<file path="src/ecl_pkg.sv">
// shared constants and types for the serial eeprom configuration loader
// assumes a 100 MHz core clock and a 16-bit organised microwire eeprom
package ecl_pkg;

    // core clock period and link timing, times in ns
    localparam int CLK_PERIOD_NS = 10;
    localparam int SROM_HALF_NS = 500;
    localparam int MDC_HALF_NS = 200;
    localparam int SROM_HALF_CYC = (SROM_HALF_NS + CLK_PERIOD_NS - 1) / CLK_PERIOD_NS;
    localparam int MDC_HALF_CYC = (MDC_HALF_NS + CLK_PERIOD_NS - 1) / CLK_PERIOD_NS;

    // preload geometry
    localparam int PRELOAD_WORDS = 'h15;
    localparam int SROM_ADDR_W = 8;

    // word offsets inside the preload image
    localparam logic [4:0] W_COUNT = 5'h00;
    localparam logic [4:0] W_FLAG = 5'h01;
    localparam logic [4:0] W_NODE0 = 5'h04;
    localparam logic [4:0] W_NODE1 = 5'h05;
    localparam logic [4:0] W_NODE2 = 5'h06;
    localparam logic [4:0] W_PHYOFS = 5'h0F;
    localparam logic [4:0] W_MAXPKT = 5'h10;
    localparam logic [4:0] W_PHYSEL = 5'h11;
    localparam logic [4:0] W_PAUSE = 5'h12;

    // flag word bit positions
    localparam int F_SELF_POWER = 0;
    localparam int F_REMOTE_WAKE = 2;
    localparam int F_CHIRP_K_DIS = 4;
    localparam int F_SW_PHY_RST = 5;
    localparam int F_RX_CRC_STRIP = 6;
    localparam int F_TX_CRC_APPEND = 7;
    localparam int F_CAPTURE_EFF = 8;
    localparam int F_DEBUG_PORT = 9;

    // phy type / id layout and codes
    localparam int PHY_TYPE_LSB = 5;
    localparam logic [2:0] PHY_TYPE_SUPPORTED = 3'h0;
    localparam logic [2:0] PHY_TYPE_ABSENT = 3'h7;
    localparam logic [4:0] INT_PHY_MGMT_ID = 5'h10;
    localparam logic [4:0] BCAST_PHY_MGMT_ID = 5'h00;
    localparam logic [4:0] PHY_CTRL_REG = 5'h00;
    localparam logic [15:0] PHY_POWER_DOWN = 16'h0800;
    localparam int PD_STEPS = 3;

    // reset value of every configuration word
    localparam logic [15:0] CFG_RESET = 16'h0000;

    // decoded feature bits
    typedef struct packed {
        logic self_power_flag;
        logic remote_wake_capable;
        logic chirp_k_disable;
        logic sw_phy_reset_ctrl;
        logic rx_crc_strip_en;
        logic tx_crc_append_en;
        logic capture_effect_en;
        logic debug_port_en;
    } ecl_flags_s;

    // one station-managed phy as configured
    typedef struct packed {
        logic [2:0] phy_type;
        logic [4:0] phy_mgmt_id;
        logic present;
    } ecl_phy_s;

endpackage

</file>
<file path="src/ecl_loader.sv">
// power-on configuration loader: preloads the eeprom image, decodes it,
// powers down the managed phys, then opens usb enumeration.
// assumes a microwire eeprom on srom_* and mdc/mdio toward the phys.
// How it works
// [RQ1] Start reading the eeprom by itself once reset is released.
// [RQ2] Preload exactly 15h sixteen-bit words from eeprom address zero.
// [RQ3] Flag bit 0 set reports self-powered, clear reports bus-powered.
// [RQ4] Flag bit 2 set advertises remote wakeup support.
// [RQ5] Flag bit 4 set disables the high-speed chirp K.
// [RQ6] Flag bit 5 chooses software or usb bus reset to drive phy reset.
// [RQ7] Flag bit 6 set strips received frame crc before the host sees it.
// [RQ8] Flag bit 7 set appends a generated crc to every sent frame.
// [RQ9] Flag bit 8 enables capture effect mode.
// [RQ10] Debug port enable flag turns the chip debug port on.
// [RQ11] Flag bit 1 and bits 10 to 15 carry no function.
// [RQ12] Words 04h to 06h give station address bytes 0 to 5.
// [RQ13] Word 0Fh bits 12:8 name the phy register for packet bytes 5-6.
// [RQ14] Word 0Fh low bits name the phy register for packet bytes 7-8.
// [RQ15] Maximum frame size is even and at most 2500 bytes.
// [RQ16] Phy type 000 means supported phy, 111 means phy absent.
// [RQ17] Word 11h: secondary in high byte, primary low; type 7:5, id 4:0.
// [RQ18] The integrated phy answers only at management id 1_0000.
// [RQ19] In full duplex pause starts at high mark and stops at low mark.
// [RQ20] Each water-mark count unit stands for 256 bytes of storage.
// [RQ21] First management write goes to id 00h, register 00h, power down.
// [RQ22] Then register 00h of primary, then secondary phy, powered down.
// [RQ23] Hold enumeration and management traffic until preload completes.
`timescale 1ns/100ps
module ecl_loader
    import ecl_pkg::*;
#(
    parameter int SROM_HALF = SROM_HALF_CYC,
    parameter int MDC_HALF = MDC_HALF_CYC
) (
    input wire logic ref_clk,
    input wire logic rst_n,
    output logic srom_cs,
    output logic srom_sk,
    output logic srom_di,
    input wire logic srom_do,
    output logic mdc,
    input wire logic mdio_i,
    output logic mdio_o,
    output logic mdio_oe_n,
    input wire logic usb_bus_reset,
    input wire logic phy_reset_level,
    input wire logic phy_reset_enable,
    output logic phy_reset_out_n,
    input wire logic full_duplex,
    input wire logic [7:0] rx_free_cnt,
    output logic [15:0] rx_free_bytes,
    output logic pause_req,
    output logic cfg_valid,
    output logic usb_enum_en,
    output logic mgmt_grant,
    output ecl_flags_s flags,
    output logic [47:0] station_addr,
    output logic [4:0] int_ep_reg1,
    output logic [4:0] int_ep_reg2,
    output logic [15:0] max_frame_size,
    output ecl_phy_s primary_phy,
    output ecl_phy_s secondary_phy,
    output logic primary_is_internal,
    output logic [7:0] pause_high_mark,
    output logic [7:0] pause_low_mark,
    output logic mdio_in_seen
);
    typedef enum logic [2:0] {
        ST_RESET = 3'b000,
        ST_READ = 3'b001,
        ST_READ_WAIT = 3'b011,
        ST_PD = 3'b010,
        ST_PD_WAIT = 3'b110,
        ST_DONE = 3'b111
    } ecl_state_e;

    logic sync1_q;
    logic rst_sync_n;
    ecl_state_e state_q;
    logic [4:0] word_q;
    logic [1:0] pd_q;
    logic [15:0] cfg_q [PRELOAD_WORDS];
    logic pause_q;
    logic mdio_in_q;
    logic rd_start;
    logic rd_busy;
    logic rd_done;
    logic [15:0] rd_data;
    logic md_start;
    logic md_busy;
    logic md_done;
    logic [4:0] md_phy;
    logic [15:0] flag_w;
    logic [15:0] phy_w;

    // two-flop release of the asynchronous reset
    always_ff @(posedge ref_clk or negedge rst_n) begin
        if (!rst_n) begin
            sync1_q <= 1'b0;
            rst_sync_n <= 1'b0;
        end else begin
            sync1_q <= 1'b1;
            rst_sync_n <= sync1_q;
        end
    end

    // eeprom word reader
    ecl_srom_rd #(.AW(SROM_ADDR_W), .HALF(SROM_HALF)) u_srom (
        .clk(ref_clk),
        .rst_n(rst_sync_n),
        .start(rd_start),
        .addr({3'h0, word_q}),
        .busy(rd_busy),
        .done(rd_done),
        .data(rd_data),
        .srom_cs(srom_cs),
        .srom_sk(srom_sk),
        .srom_di(srom_di),
        .srom_do(srom_do)
    );

    // management write engine for the power-down sequence
    ecl_mdio_wr #(.HALF(MDC_HALF)) u_mdio (
        .clk(ref_clk),
        .rst_n(rst_sync_n),
        .start(md_start),
        .phy(md_phy),
        .regad(PHY_CTRL_REG),
        .wdata(PHY_POWER_DOWN),
        .busy(md_busy),
        .done(md_done),
        .mdc(mdc),
        .mdio_o(mdio_o),
        .mdio_oe_n(mdio_oe_n)
    );

    // start strobes and power-down target: broadcast, primary, secondary
    assign rd_start = (state_q == ST_READ);
    assign md_start = (state_q == ST_PD);
    assign md_phy = (pd_q == 2'h0) ? BCAST_PHY_MGMT_ID : // RQ21
                    (pd_q == 2'h1) ? primary_phy.phy_mgmt_id : // RQ22
                    secondary_phy.phy_mgmt_id;

    // boot sequencer; leaves reset on its own, no host request needed
    always_ff @(posedge ref_clk or negedge rst_sync_n) begin
        if (!rst_sync_n) begin
            state_q <= ST_RESET;
            word_q <= 5'h00;
            pd_q <= 2'h0;
        end else begin
            case (state_q)
                ST_RESET: begin
                    state_q <= ST_READ; // RQ1
                end
                ST_READ: begin
                    state_q <= ST_READ_WAIT;
                end
                ST_READ_WAIT: begin
                    if (rd_done) begin
                        // fixed count; the count word itself is not trusted
                        if (word_q == 5'(PRELOAD_WORDS - 1)) begin // RQ2
                            state_q <= ST_PD; // RQ23
                        end else begin
                            state_q <= ST_READ;
                        end
                        word_q <= word_q + 5'h01;
                    end
                end
                ST_PD: begin
                    state_q <= ST_PD_WAIT;
                end
                ST_PD_WAIT: begin
                    if (md_done) begin
                        if (pd_q == 2'(PD_STEPS - 1)) begin // RQ22
                            state_q <= ST_DONE;
                        end else begin
                            state_q <= ST_PD;
                        end
                        pd_q <= pd_q + 2'h1;
                    end
                end
                ST_DONE: begin
                    state_q <= ST_DONE;
                end
                default: begin
                    state_q <= ST_RESET;
                end
            endcase
        end
    end

    // configuration storage, written once per preloaded word
    always_ff @(posedge ref_clk or negedge rst_sync_n) begin
        if (!rst_sync_n) begin
            for (int i = 0; i < PRELOAD_WORDS; i++) begin
                cfg_q[i] <= CFG_RESET;
            end
        end else if (rd_done && state_q == ST_READ_WAIT) begin
            cfg_q[word_q] <= rd_data; // RQ2
        end
    end

    // feature flags; bit 1 and 10..15 are simply never looked at
    assign flag_w = cfg_q[W_FLAG]; // RQ11
    assign flags.self_power_flag = flag_w[F_SELF_POWER]; // RQ3
    assign flags.remote_wake_capable = flag_w[F_REMOTE_WAKE]; // RQ4
    assign flags.chirp_k_disable = flag_w[F_CHIRP_K_DIS]; // RQ5
    assign flags.sw_phy_reset_ctrl = flag_w[F_SW_PHY_RST]; // RQ6
    assign flags.rx_crc_strip_en = flag_w[F_RX_CRC_STRIP]; // RQ7
    assign flags.tx_crc_append_en = flag_w[F_TX_CRC_APPEND]; // RQ8
    assign flags.capture_effect_en = flag_w[F_CAPTURE_EFF]; // RQ9
    assign flags.debug_port_en = flag_w[F_DEBUG_PORT]; // RQ10

    // station address: low byte of each word is the earlier octet
    assign station_addr = {cfg_q[W_NODE0][7:0], cfg_q[W_NODE0][15:8],
                           cfg_q[W_NODE1][7:0], cfg_q[W_NODE1][15:8],
                           cfg_q[W_NODE2][7:0], cfg_q[W_NODE2][15:8]}; // RQ12

    // interrupt endpoint phy register selectors
    assign int_ep_reg1 = cfg_q[W_PHYOFS][12:8]; // RQ13
    assign int_ep_reg2 = cfg_q[W_PHYOFS][4:0]; // RQ14

    // frame size passed on as stored; even and range are the image's duty
    assign max_frame_size = cfg_q[W_MAXPKT]; // RQ15

    // phy type and id unpacking
    assign phy_w = cfg_q[W_PHYSEL];
    assign primary_phy.phy_type = phy_w[7:PHY_TYPE_LSB]; // RQ17
    assign primary_phy.phy_mgmt_id = phy_w[4:0]; // RQ17
    assign primary_phy.present = (phy_w[7:5] == PHY_TYPE_SUPPORTED); // RQ16
    assign secondary_phy.phy_type = phy_w[15:8+PHY_TYPE_LSB]; // RQ17
    assign secondary_phy.phy_mgmt_id = phy_w[12:8]; // RQ17
    assign secondary_phy.present = (phy_w[15:13] == PHY_TYPE_SUPPORTED); // RQ16
    // the primary phy counts as the integrated phy only for this id
    assign primary_is_internal = (primary_phy.phy_mgmt_id == INT_PHY_MGMT_ID); // RQ18

    // pause water marks and the byte equivalent of the free count
    assign pause_high_mark = cfg_q[W_PAUSE][15:8];
    assign pause_low_mark = cfg_q[W_PAUSE][7:0];
    assign rx_free_bytes = {rx_free_cnt, 8'h00}; // RQ20

    // phy reset pin: software bits, or usb bus reset gated by enable
    assign phy_reset_out_n = flags.sw_phy_reset_ctrl ?
                             ~(phy_reset_enable & ~phy_reset_level) :
                             ~(phy_reset_enable & usb_bus_reset); // RQ6

    // readiness gates for usb enumeration and host phy traffic
    assign cfg_valid = (state_q == ST_DONE);
    assign usb_enum_en = cfg_valid; // RQ23
    assign mgmt_grant = cfg_valid & ~md_busy; // RQ23
    assign pause_req = pause_q;
    assign mdio_in_seen = mdio_in_q;

    // pause hysteresis, only meaningful in full duplex
    always_ff @(posedge ref_clk or negedge rst_sync_n) begin
        if (!rst_sync_n) begin
            pause_q <= 1'b0;
        end else if (!full_duplex || !cfg_valid) begin
            pause_q <= 1'b0;
        end else if (!pause_q && rx_free_cnt <= pause_high_mark) begin
            pause_q <= 1'b1; // RQ19
        end else if (pause_q && rx_free_cnt >= pause_low_mark) begin
            pause_q <= 1'b0; // RQ19
        end
    end

    // last level seen on mdio, a cheap wiring check for bring-up
    always_ff @(posedge ref_clk or negedge rst_sync_n) begin
        if (!rst_sync_n) begin
            mdio_in_q <= 1'b0;
        end else begin
            mdio_in_q <= mdio_i;
        end
    end

    property p_auto_start;
        @(posedge ref_clk) $rose(rst_sync_n) |-> ##2 rd_busy;
    endproperty
    a_auto_start: assert property (p_auto_start) else $error("load did not start"); // RQ1

    property p_preload_count;
        @(posedge ref_clk) disable iff (!rst_sync_n)
            (state_q == ST_PD && pd_q == 2'h0) |-> word_q == 5'h15;
    endproperty
    a_preload_count: assert property (p_preload_count) else $error("bad word count"); // RQ2

    property p_no_mdio_early;
        @(posedge ref_clk) disable iff (!rst_sync_n)
            !mdio_oe_n |-> (word_q == 5'h15 && !rd_busy);
    endproperty
    a_no_mdio_early: assert property (p_no_mdio_early) else $error("mdio before load"); // RQ23

    property p_first_bcast;
        @(posedge ref_clk) disable iff (!rst_sync_n)
            (md_start && pd_q == 2'h0) |-> md_phy == 5'h00 ##1 !mdio_oe_n;
    endproperty
    a_first_bcast: assert property (p_first_bcast) else $error("first write not bcast"); // RQ21

    property p_pd_order;
        @(posedge ref_clk) disable iff (!rst_sync_n)
            (md_start && pd_q == 2'h1) |-> md_phy == phy_w[4:0];
    endproperty
    a_pd_order: assert property (p_pd_order) else $error("primary not second"); // RQ22

    property p_enum_hold;
        @(posedge ref_clk) disable iff (!rst_sync_n)
            (usb_enum_en || mgmt_grant) |-> (state_q == ST_DONE && pd_q == 2'h3);
    endproperty
    a_enum_hold: assert property (p_enum_hold) else $error("enumeration too early"); // RQ23

    property p_sw_phy_reset;
        @(posedge ref_clk) disable iff (!rst_sync_n)
            (flag_w[5] && phy_reset_enable) |-> phy_reset_out_n == phy_reset_level;
    endproperty
    a_sw_phy_reset: assert property (p_sw_phy_reset) else $error("phy reset level"); // RQ6

    property p_pause_start;
        @(posedge ref_clk) disable iff (!rst_sync_n)
            (cfg_valid && full_duplex && !pause_q && rx_free_cnt <= cfg_q[W_PAUSE][15:8])
            |=> pause_q;
    endproperty
    a_pause_start: assert property (p_pause_start) else $error("pause not raised"); // RQ19

    property p_free_bytes;
        @(posedge ref_clk) disable iff (!rst_sync_n)
            rx_free_bytes == 16'(rx_free_cnt) * 16'h0100;
    endproperty
    a_free_bytes: assert property (p_free_bytes) else $error("free byte scale"); // RQ20

    property p_absent_phy;
        @(posedge ref_clk) disable iff (!rst_sync_n)
            (phy_w[15:13] == 3'b111) |-> !secondary_phy.present;
    endproperty
    a_absent_phy: assert property (p_absent_phy) else $error("absent phy shown"); // RQ16
endmodule

</file>
<file path="src/ecl_srom_rd.sv">
// microwire single-word read engine for the configuration eeprom
// assumes a 16-bit organised part answering a read opcode 110 plus address
`timescale 1ns/100ps
module ecl_srom_rd
    import ecl_pkg::*;
#(
    parameter int AW = SROM_ADDR_W,
    parameter int HALF = SROM_HALF_CYC
) (
    input wire logic clk,
    input wire logic rst_n,
    input wire logic start,
    input wire logic [AW-1:0] addr,
    output logic busy,
    output logic done,
    output logic [15:0] data,
    output logic srom_cs,
    output logic srom_sk,
    output logic srom_di,
    input wire logic srom_do
);
    localparam int CMD_BITS = 3 + AW;
    localparam int TOTAL = CMD_BITS + 16;

    // the divider counter is 16 bits wide
    if (HALF < 1 || HALF > 65536 || AW < 6 || AW > 12) begin : g_chk
        $error("ecl_srom_rd: unsupported address width or divider");
    end

    logic [15:0] div_q;
    logic [5:0] bit_q;
    logic [CMD_BITS-1:0] sh_q;
    logic active_q;
    logic tick;

    assign tick = (div_q == 16'(HALF - 1));
    assign busy = active_q;
    // command bits go out msb first; the line idles low during data
    assign srom_di = active_q && (bit_q < 6'(CMD_BITS)) && sh_q[CMD_BITS-1];

    // data moves on the falling edge, the part samples on the rising one
    always_ff @(posedge clk or negedge rst_n) begin
        if (!rst_n) begin
            active_q <= 1'b0;
            srom_cs <= 1'b0;
            srom_sk <= 1'b0;
            div_q <= 16'h0000;
            bit_q <= 6'h00;
            sh_q <= '0;
            data <= 16'h0000;
            done <= 1'b0;
        end else begin
            done <= 1'b0;
            if (!active_q) begin
                if (start) begin
                    active_q <= 1'b1;
                    srom_cs <= 1'b1;
                    div_q <= 16'h0000;
                    bit_q <= 6'h00;
                    sh_q <= {3'b110, addr};
                end
            end else if (tick) begin
                div_q <= 16'h0000;
                srom_sk <= ~srom_sk;
                if (!srom_sk) begin
                    if (bit_q >= 6'(CMD_BITS)) begin
                        data <= {data[14:0], srom_do};
                    end
                end else if (bit_q == 6'(TOTAL - 1)) begin
                    active_q <= 1'b0;
                    srom_cs <= 1'b0;
                    done <= 1'b1;
                end else begin
                    bit_q <= bit_q + 6'h01;
                    sh_q <= sh_q << 1;
                end
            end else begin
                div_q <= div_q + 16'h0001;
            end
        end
    end
endmodule

</file>
<file path="src/ecl_mdio_wr.sv">
// station management write engine: one 64-bit clause 22 write frame
// assumes the managed phys sample mdio on the rising edge of mdc
`timescale 1ns/100ps
module ecl_mdio_wr
    import ecl_pkg::*;
#(
    parameter int HALF = MDC_HALF_CYC
) (
    input wire logic clk,
    input wire logic rst_n,
    input wire logic start,
    input wire logic [4:0] phy,
    input wire logic [4:0] regad,
    input wire logic [15:0] wdata,
    output logic busy,
    output logic done,
    output logic mdc,
    output logic mdio_o,
    output logic mdio_oe_n
);
    // the divider counter is 16 bits wide
    if (HALF < 1 || HALF > 65536) begin : g_chk
        $error("ecl_mdio_wr: divider must be at least one cycle");
    end

    logic [15:0] div_q;
    logic [5:0] bit_q;
    logic [63:0] sh_q;
    logic active_q;

    assign busy = active_q;
    assign mdio_o = sh_q[63];
    // pin is released whenever no frame is in flight
    assign mdio_oe_n = ~active_q;

    // preamble, start, write opcode, addresses, turnaround, data
    always_ff @(posedge clk or negedge rst_n) begin
        if (!rst_n) begin
            active_q <= 1'b0;
            mdc <= 1'b0;
            div_q <= 16'h0000;
            bit_q <= 6'h00;
            sh_q <= 64'h0;
            done <= 1'b0;
        end else begin
            done <= 1'b0;
            if (!active_q) begin
                if (start) begin
                    active_q <= 1'b1;
                    div_q <= 16'h0000;
                    bit_q <= 6'h00;
                    sh_q <= {32'hFFFF_FFFF, 4'h5, phy, regad, 2'h2, wdata};
                end
            end else if (div_q == 16'(HALF - 1)) begin
                div_q <= 16'h0000;
                mdc <= ~mdc;
                if (mdc) begin
                    if (bit_q == 6'h3F) begin
                        active_q <= 1'b0;
                        done <= 1'b1;
                    end else begin
                        bit_q <= bit_q + 6'h01;
                        sh_q <= sh_q << 1;
                    end
                end
            end else begin
                div_q <= div_q + 16'h0001;
            end
        end
    end
endmodule

</file>
<file path="config.mk">
export PLATFORM = sky130hd
export DESIGN_NAME = ecl_loader
export DESIGN_NICKNAME = d
export VERILOG_FILES = /design/src/ecl_pkg.sv /design/src/ecl_loader.sv /design/src/ecl_srom_rd.sv /design/src/ecl_mdio_wr.sv
export SDC_FILE = /design/constraint.sdc
export NUM_CORES = 1
export LEC_CHECK = 0
export BUFFER_PORTS_ARGS = -buffer_cell sky130_fd_sc_hd__buf_2
export CAP_MARGIN = 20
export CELL_PAD_IN_SITES_DETAIL_PLACEMENT = 0
export CELL_PAD_IN_SITES_GLOBAL_PLACEMENT = 1
export CORE_MARGIN = 4
export CORE_UTILIZATION = 47
export CTS_CLUSTER_SIZE = 25
export DETAILED_ROUTE_END_ITERATION = 12
export GPL_ROUTABILITY_DRIVEN = 0
export PLACE_DENSITY_LB_ADDON = 0.08
export SYNTH_ARGS = -nofsm -noshare
export SYNTH_HDL_FRONTEND = slang
export SYNTH_HIERARCHICAL = 1
export SYNTH_SLANG_ARGS = --single-unit
</file>
<file path="constraint.sdc">
create_clock -name ref_clk -period 10.6 [get_ports ref_clk]
set_input_delay 0 -clock ref_clk [delete_from_list [all_inputs] [get_ports ref_clk]]
set_output_delay 0 -clock ref_clk [all_outputs]
set_load 0.05 [all_outputs]
</file>
==> flow_summary.toml <==
[place]
hpwl_mm = 18.5
numPortBuffers = 152
dp.cells = 1538
pre_cts_ws_ps = 7680

[floorplan]
die_h_um = 172
coreArea_um2 = 26200
die_area_um2 = 29400
start_util = 0.480
ios = 161
rows = 59
die_w_um = 172

[finish]
num-nets-final = 1286
fillers = 2266
antenna_cells = 0
area_growth_pct = 15.7
drive_gt1_frac = 0.290
fin_cells = 1594

[synthesis]
syn_inst = 1074
synth_top_area_share = 0.538
seq_area_frac_synth = 0.538
synthArstFlopShare = 1.00
synth-edff-count = 0
synth_area_um2 = 12600
synth_commonest_cells = "dfrtp_1 (270), nor2_1 (108), mux2_2 (91), nand2_1 (83), o21ai_0 (64)"
yosysMostFrequentCell = "dfrtp_1"
yosys.area.top_type = "dfrtp_1"
avgSynthCellArea_um2 = 11.7
synth_area_leaders = "dfrtp_1 (54%), mux2_2 (8.2%), mux2_4 (4.8%)"
synth_warnings = 6
ys.flop_type = "dfrtp_1"
yosysUniqueCellTypes = 71
ys_seq_elements = 270

[pwr]
clockPowerShare = 0.476
powerDensity_nw_per_um2 = 144
ir_worst_vdd_uv = 137
swShare = 0.217
switchingPower_w = 0.000454
power_frac_comb = 0.024
p_leak_nw = 7.47
pwr-share-seq = 0.500
intPower_w = 0.00164

[setup_path]
cpPeakStageDelay_ps = 1010
r2r_cells = 4
slowest_stage = "dfrtp_2"
path_cells = "inv_1 > nor2_1 > o21ai_0 > a31oi_1"
cp-end-kind = "flop"
crit_arrival_ps = 3340
crit_buf_inv = 1
cp.required_ps = 11070
path_delay_family = "flip-flops"
crit_fanout = 38
path_class = "flop to flop"
start_kind = "flop"
worst-path-stages = 4

[global_routing]
grt_use_total = 0.194
overflow = 0
antenna_found_initial = 0
grt_pass1_wl_mm = 46.4
grt_start_max_net_pins = 146
grt_pass1_vias = 8487

[clock_tree]
cts_setup_buffers = 0
clk_latency_ps = 560
cts_tree = "yes"
clkTransAtPathRegs_ps = 60
clock_sinks = 270
numCtsBuffers = 29
cts_root_buf = "clkbuf_16"
clockBufferDepth = 3
hold_buffers = 5
cts_resized = 0
h-tree-depth = 1

[timing]
rsz0062_at_grt = "no"
hold_viol_final = 0
clock.fmax_ghz = 0.348
relSlewSlack = 0.330
final.setup.tns_ps = 0
skew_ps = 11.0
min_period_over_period = 0.271
tightestPinTransition_ps = 1000
drv_slew = 0
setup-violations-final = 0
period_needed_ps = 2870
setup_ws_ps = 7730

[route]
viasPerCell = 5.26
first_pass_iters = 5
ant_nets = 0
drt-total-wl_mm = 28.3
wl_per_cell_um = 17.7
num_vias = 8387
drc = 0
drtIter0Drc = 483

[min_path]
whs_path_depth = 4
hp-class = "input pin to flop"

[job]
maxCapViolations = 0

[outcome]
outcome = "completed"
[stage by stage]
| stage | hold slack (ps) | instance area [um^2] | utilization | power, W |
|---|---|---|---|---|
| after floorplan | -296 | 12700 | - | 0.00110 |
| after global placement | -212 | 13500 | 0.516 | 0.00111 |
| after detailed placement | -212 | 13500 | 0.517 | 0.00111 |
| after CTS | 28.6 | 14500 | 0.555 | 0.00212 |
| after global routing | 70.8 | 14500 | 0.555 | 0.00217 |
| final | 48.5 | 14500 | 0.555 | 0.00209 |
[worst reg2reg max path: cells and delay by family (launching register included)]
kind | cells | cell delay, ps
compound gates | 2 | 440
simple gates | 1 | 890
buf+inv | 1 | 450
flops | 1 | 1010
[power groups by stage]
stage | sequential (W) | clock [W] | combinational [W]
2_1_floorplan | 0.00107 | 0 | 0.0000286
3_3_place_gp | 0.00106 | 0 | 0.0000510
3_5_place_dp | 0.00106 | 0 | 0.0000514
4_1_cts | 0.00104 | 0.00103 | 0.0000529
5_1_grt | 0.00104 | 0.00106 | 0.0000586
6_report | 0.00104 | 0.000994 | 0.0000512
[cell type report]
class | count | area, um^2 | area share
sequential | 270 | 6760 | 0.465
multi-input combinational | 742 | 5410 | 0.372
timing repair buffer | 167 | 898 | 0.0618
clock buffer | 43 | 868 | 0.0597
tap | 335 | 419 | 0.0288
inverter | 30 | 113 | 0.00774
clock inverter | 7 | 75.1 | 0.00516
[sequential cells by signal (all words and copies together) (netlist names), 11 cells and up]
register and flops:
u_srom/sh_q 11, u_mdio/div_q 16, u_srom/data 16, max_frame_size 16, station_addr 48, u_srom/div_q 16
phy_w 16, u_mdio/sh_q 64
[logic make-up after synthesis]
logic type / after synthesis / synth area share
AO/OA/AOI/OAI: 146 / 0.0714
XOR/XNOR: 14 / 0.00976
adder cells (fa/ha/maj): 30 / 0.0299
buffers and inverters: 93 / 0.0422
flip-flops: 270 / 0.538
multiplexers: 170 / 0.160
other: 2 / 0.000598
AND/OR/NAND/NOR: 349 / 0.148
[path summary, 6_finish.rpt]
path / startpoint / end / slack [ps]
worst max-delay path: u_mdio/busy / u_mdio/div_q[13] / 7730
worst min-delay path: rx_free_cnt[7] / pause_req / 50
worst max register to register: u_mdio/busy / u_mdio/div_q[13] / 7730
worst min register to register: sync1_q / rst_sync_n / 350
max in group asynchronous: rst_sync_n / max_frame_size[7] / 8840
min in group asynchronous: rst_n / rst_sync_n / 290
[cells in the final DEF, fill, tap and decap left out, drive strengths merged, types with 6 or more instances in the layout]
cell / n
nand2: 84
a21oi: 27
nor2: 115
o32ai: 7
nor3: 48
dfrtp: 270
o31ai: 8
inv: 31
mux2: 131
or3: 6
nand4: 11
nor2b: 8
xnor2: 12
nor4: 6
buf: 162
ha: 30
and3: 16
nand3: 26
clkbuf: 43
o21ai: 64
mux2i: 39
a31oi: 10
conb: 33
[routing by layer]
layer,vias to the layer above,track usage,part of all wire
li1,4070,-,-
met1,4117,0.263,0.45
met2,173,0.311,0.46
met3,27,0.0584,0.070
met4,0,0.0400,0.016
met5,-,0.0100,0
No activity file was read; power rests on OpenSTA's default activity.
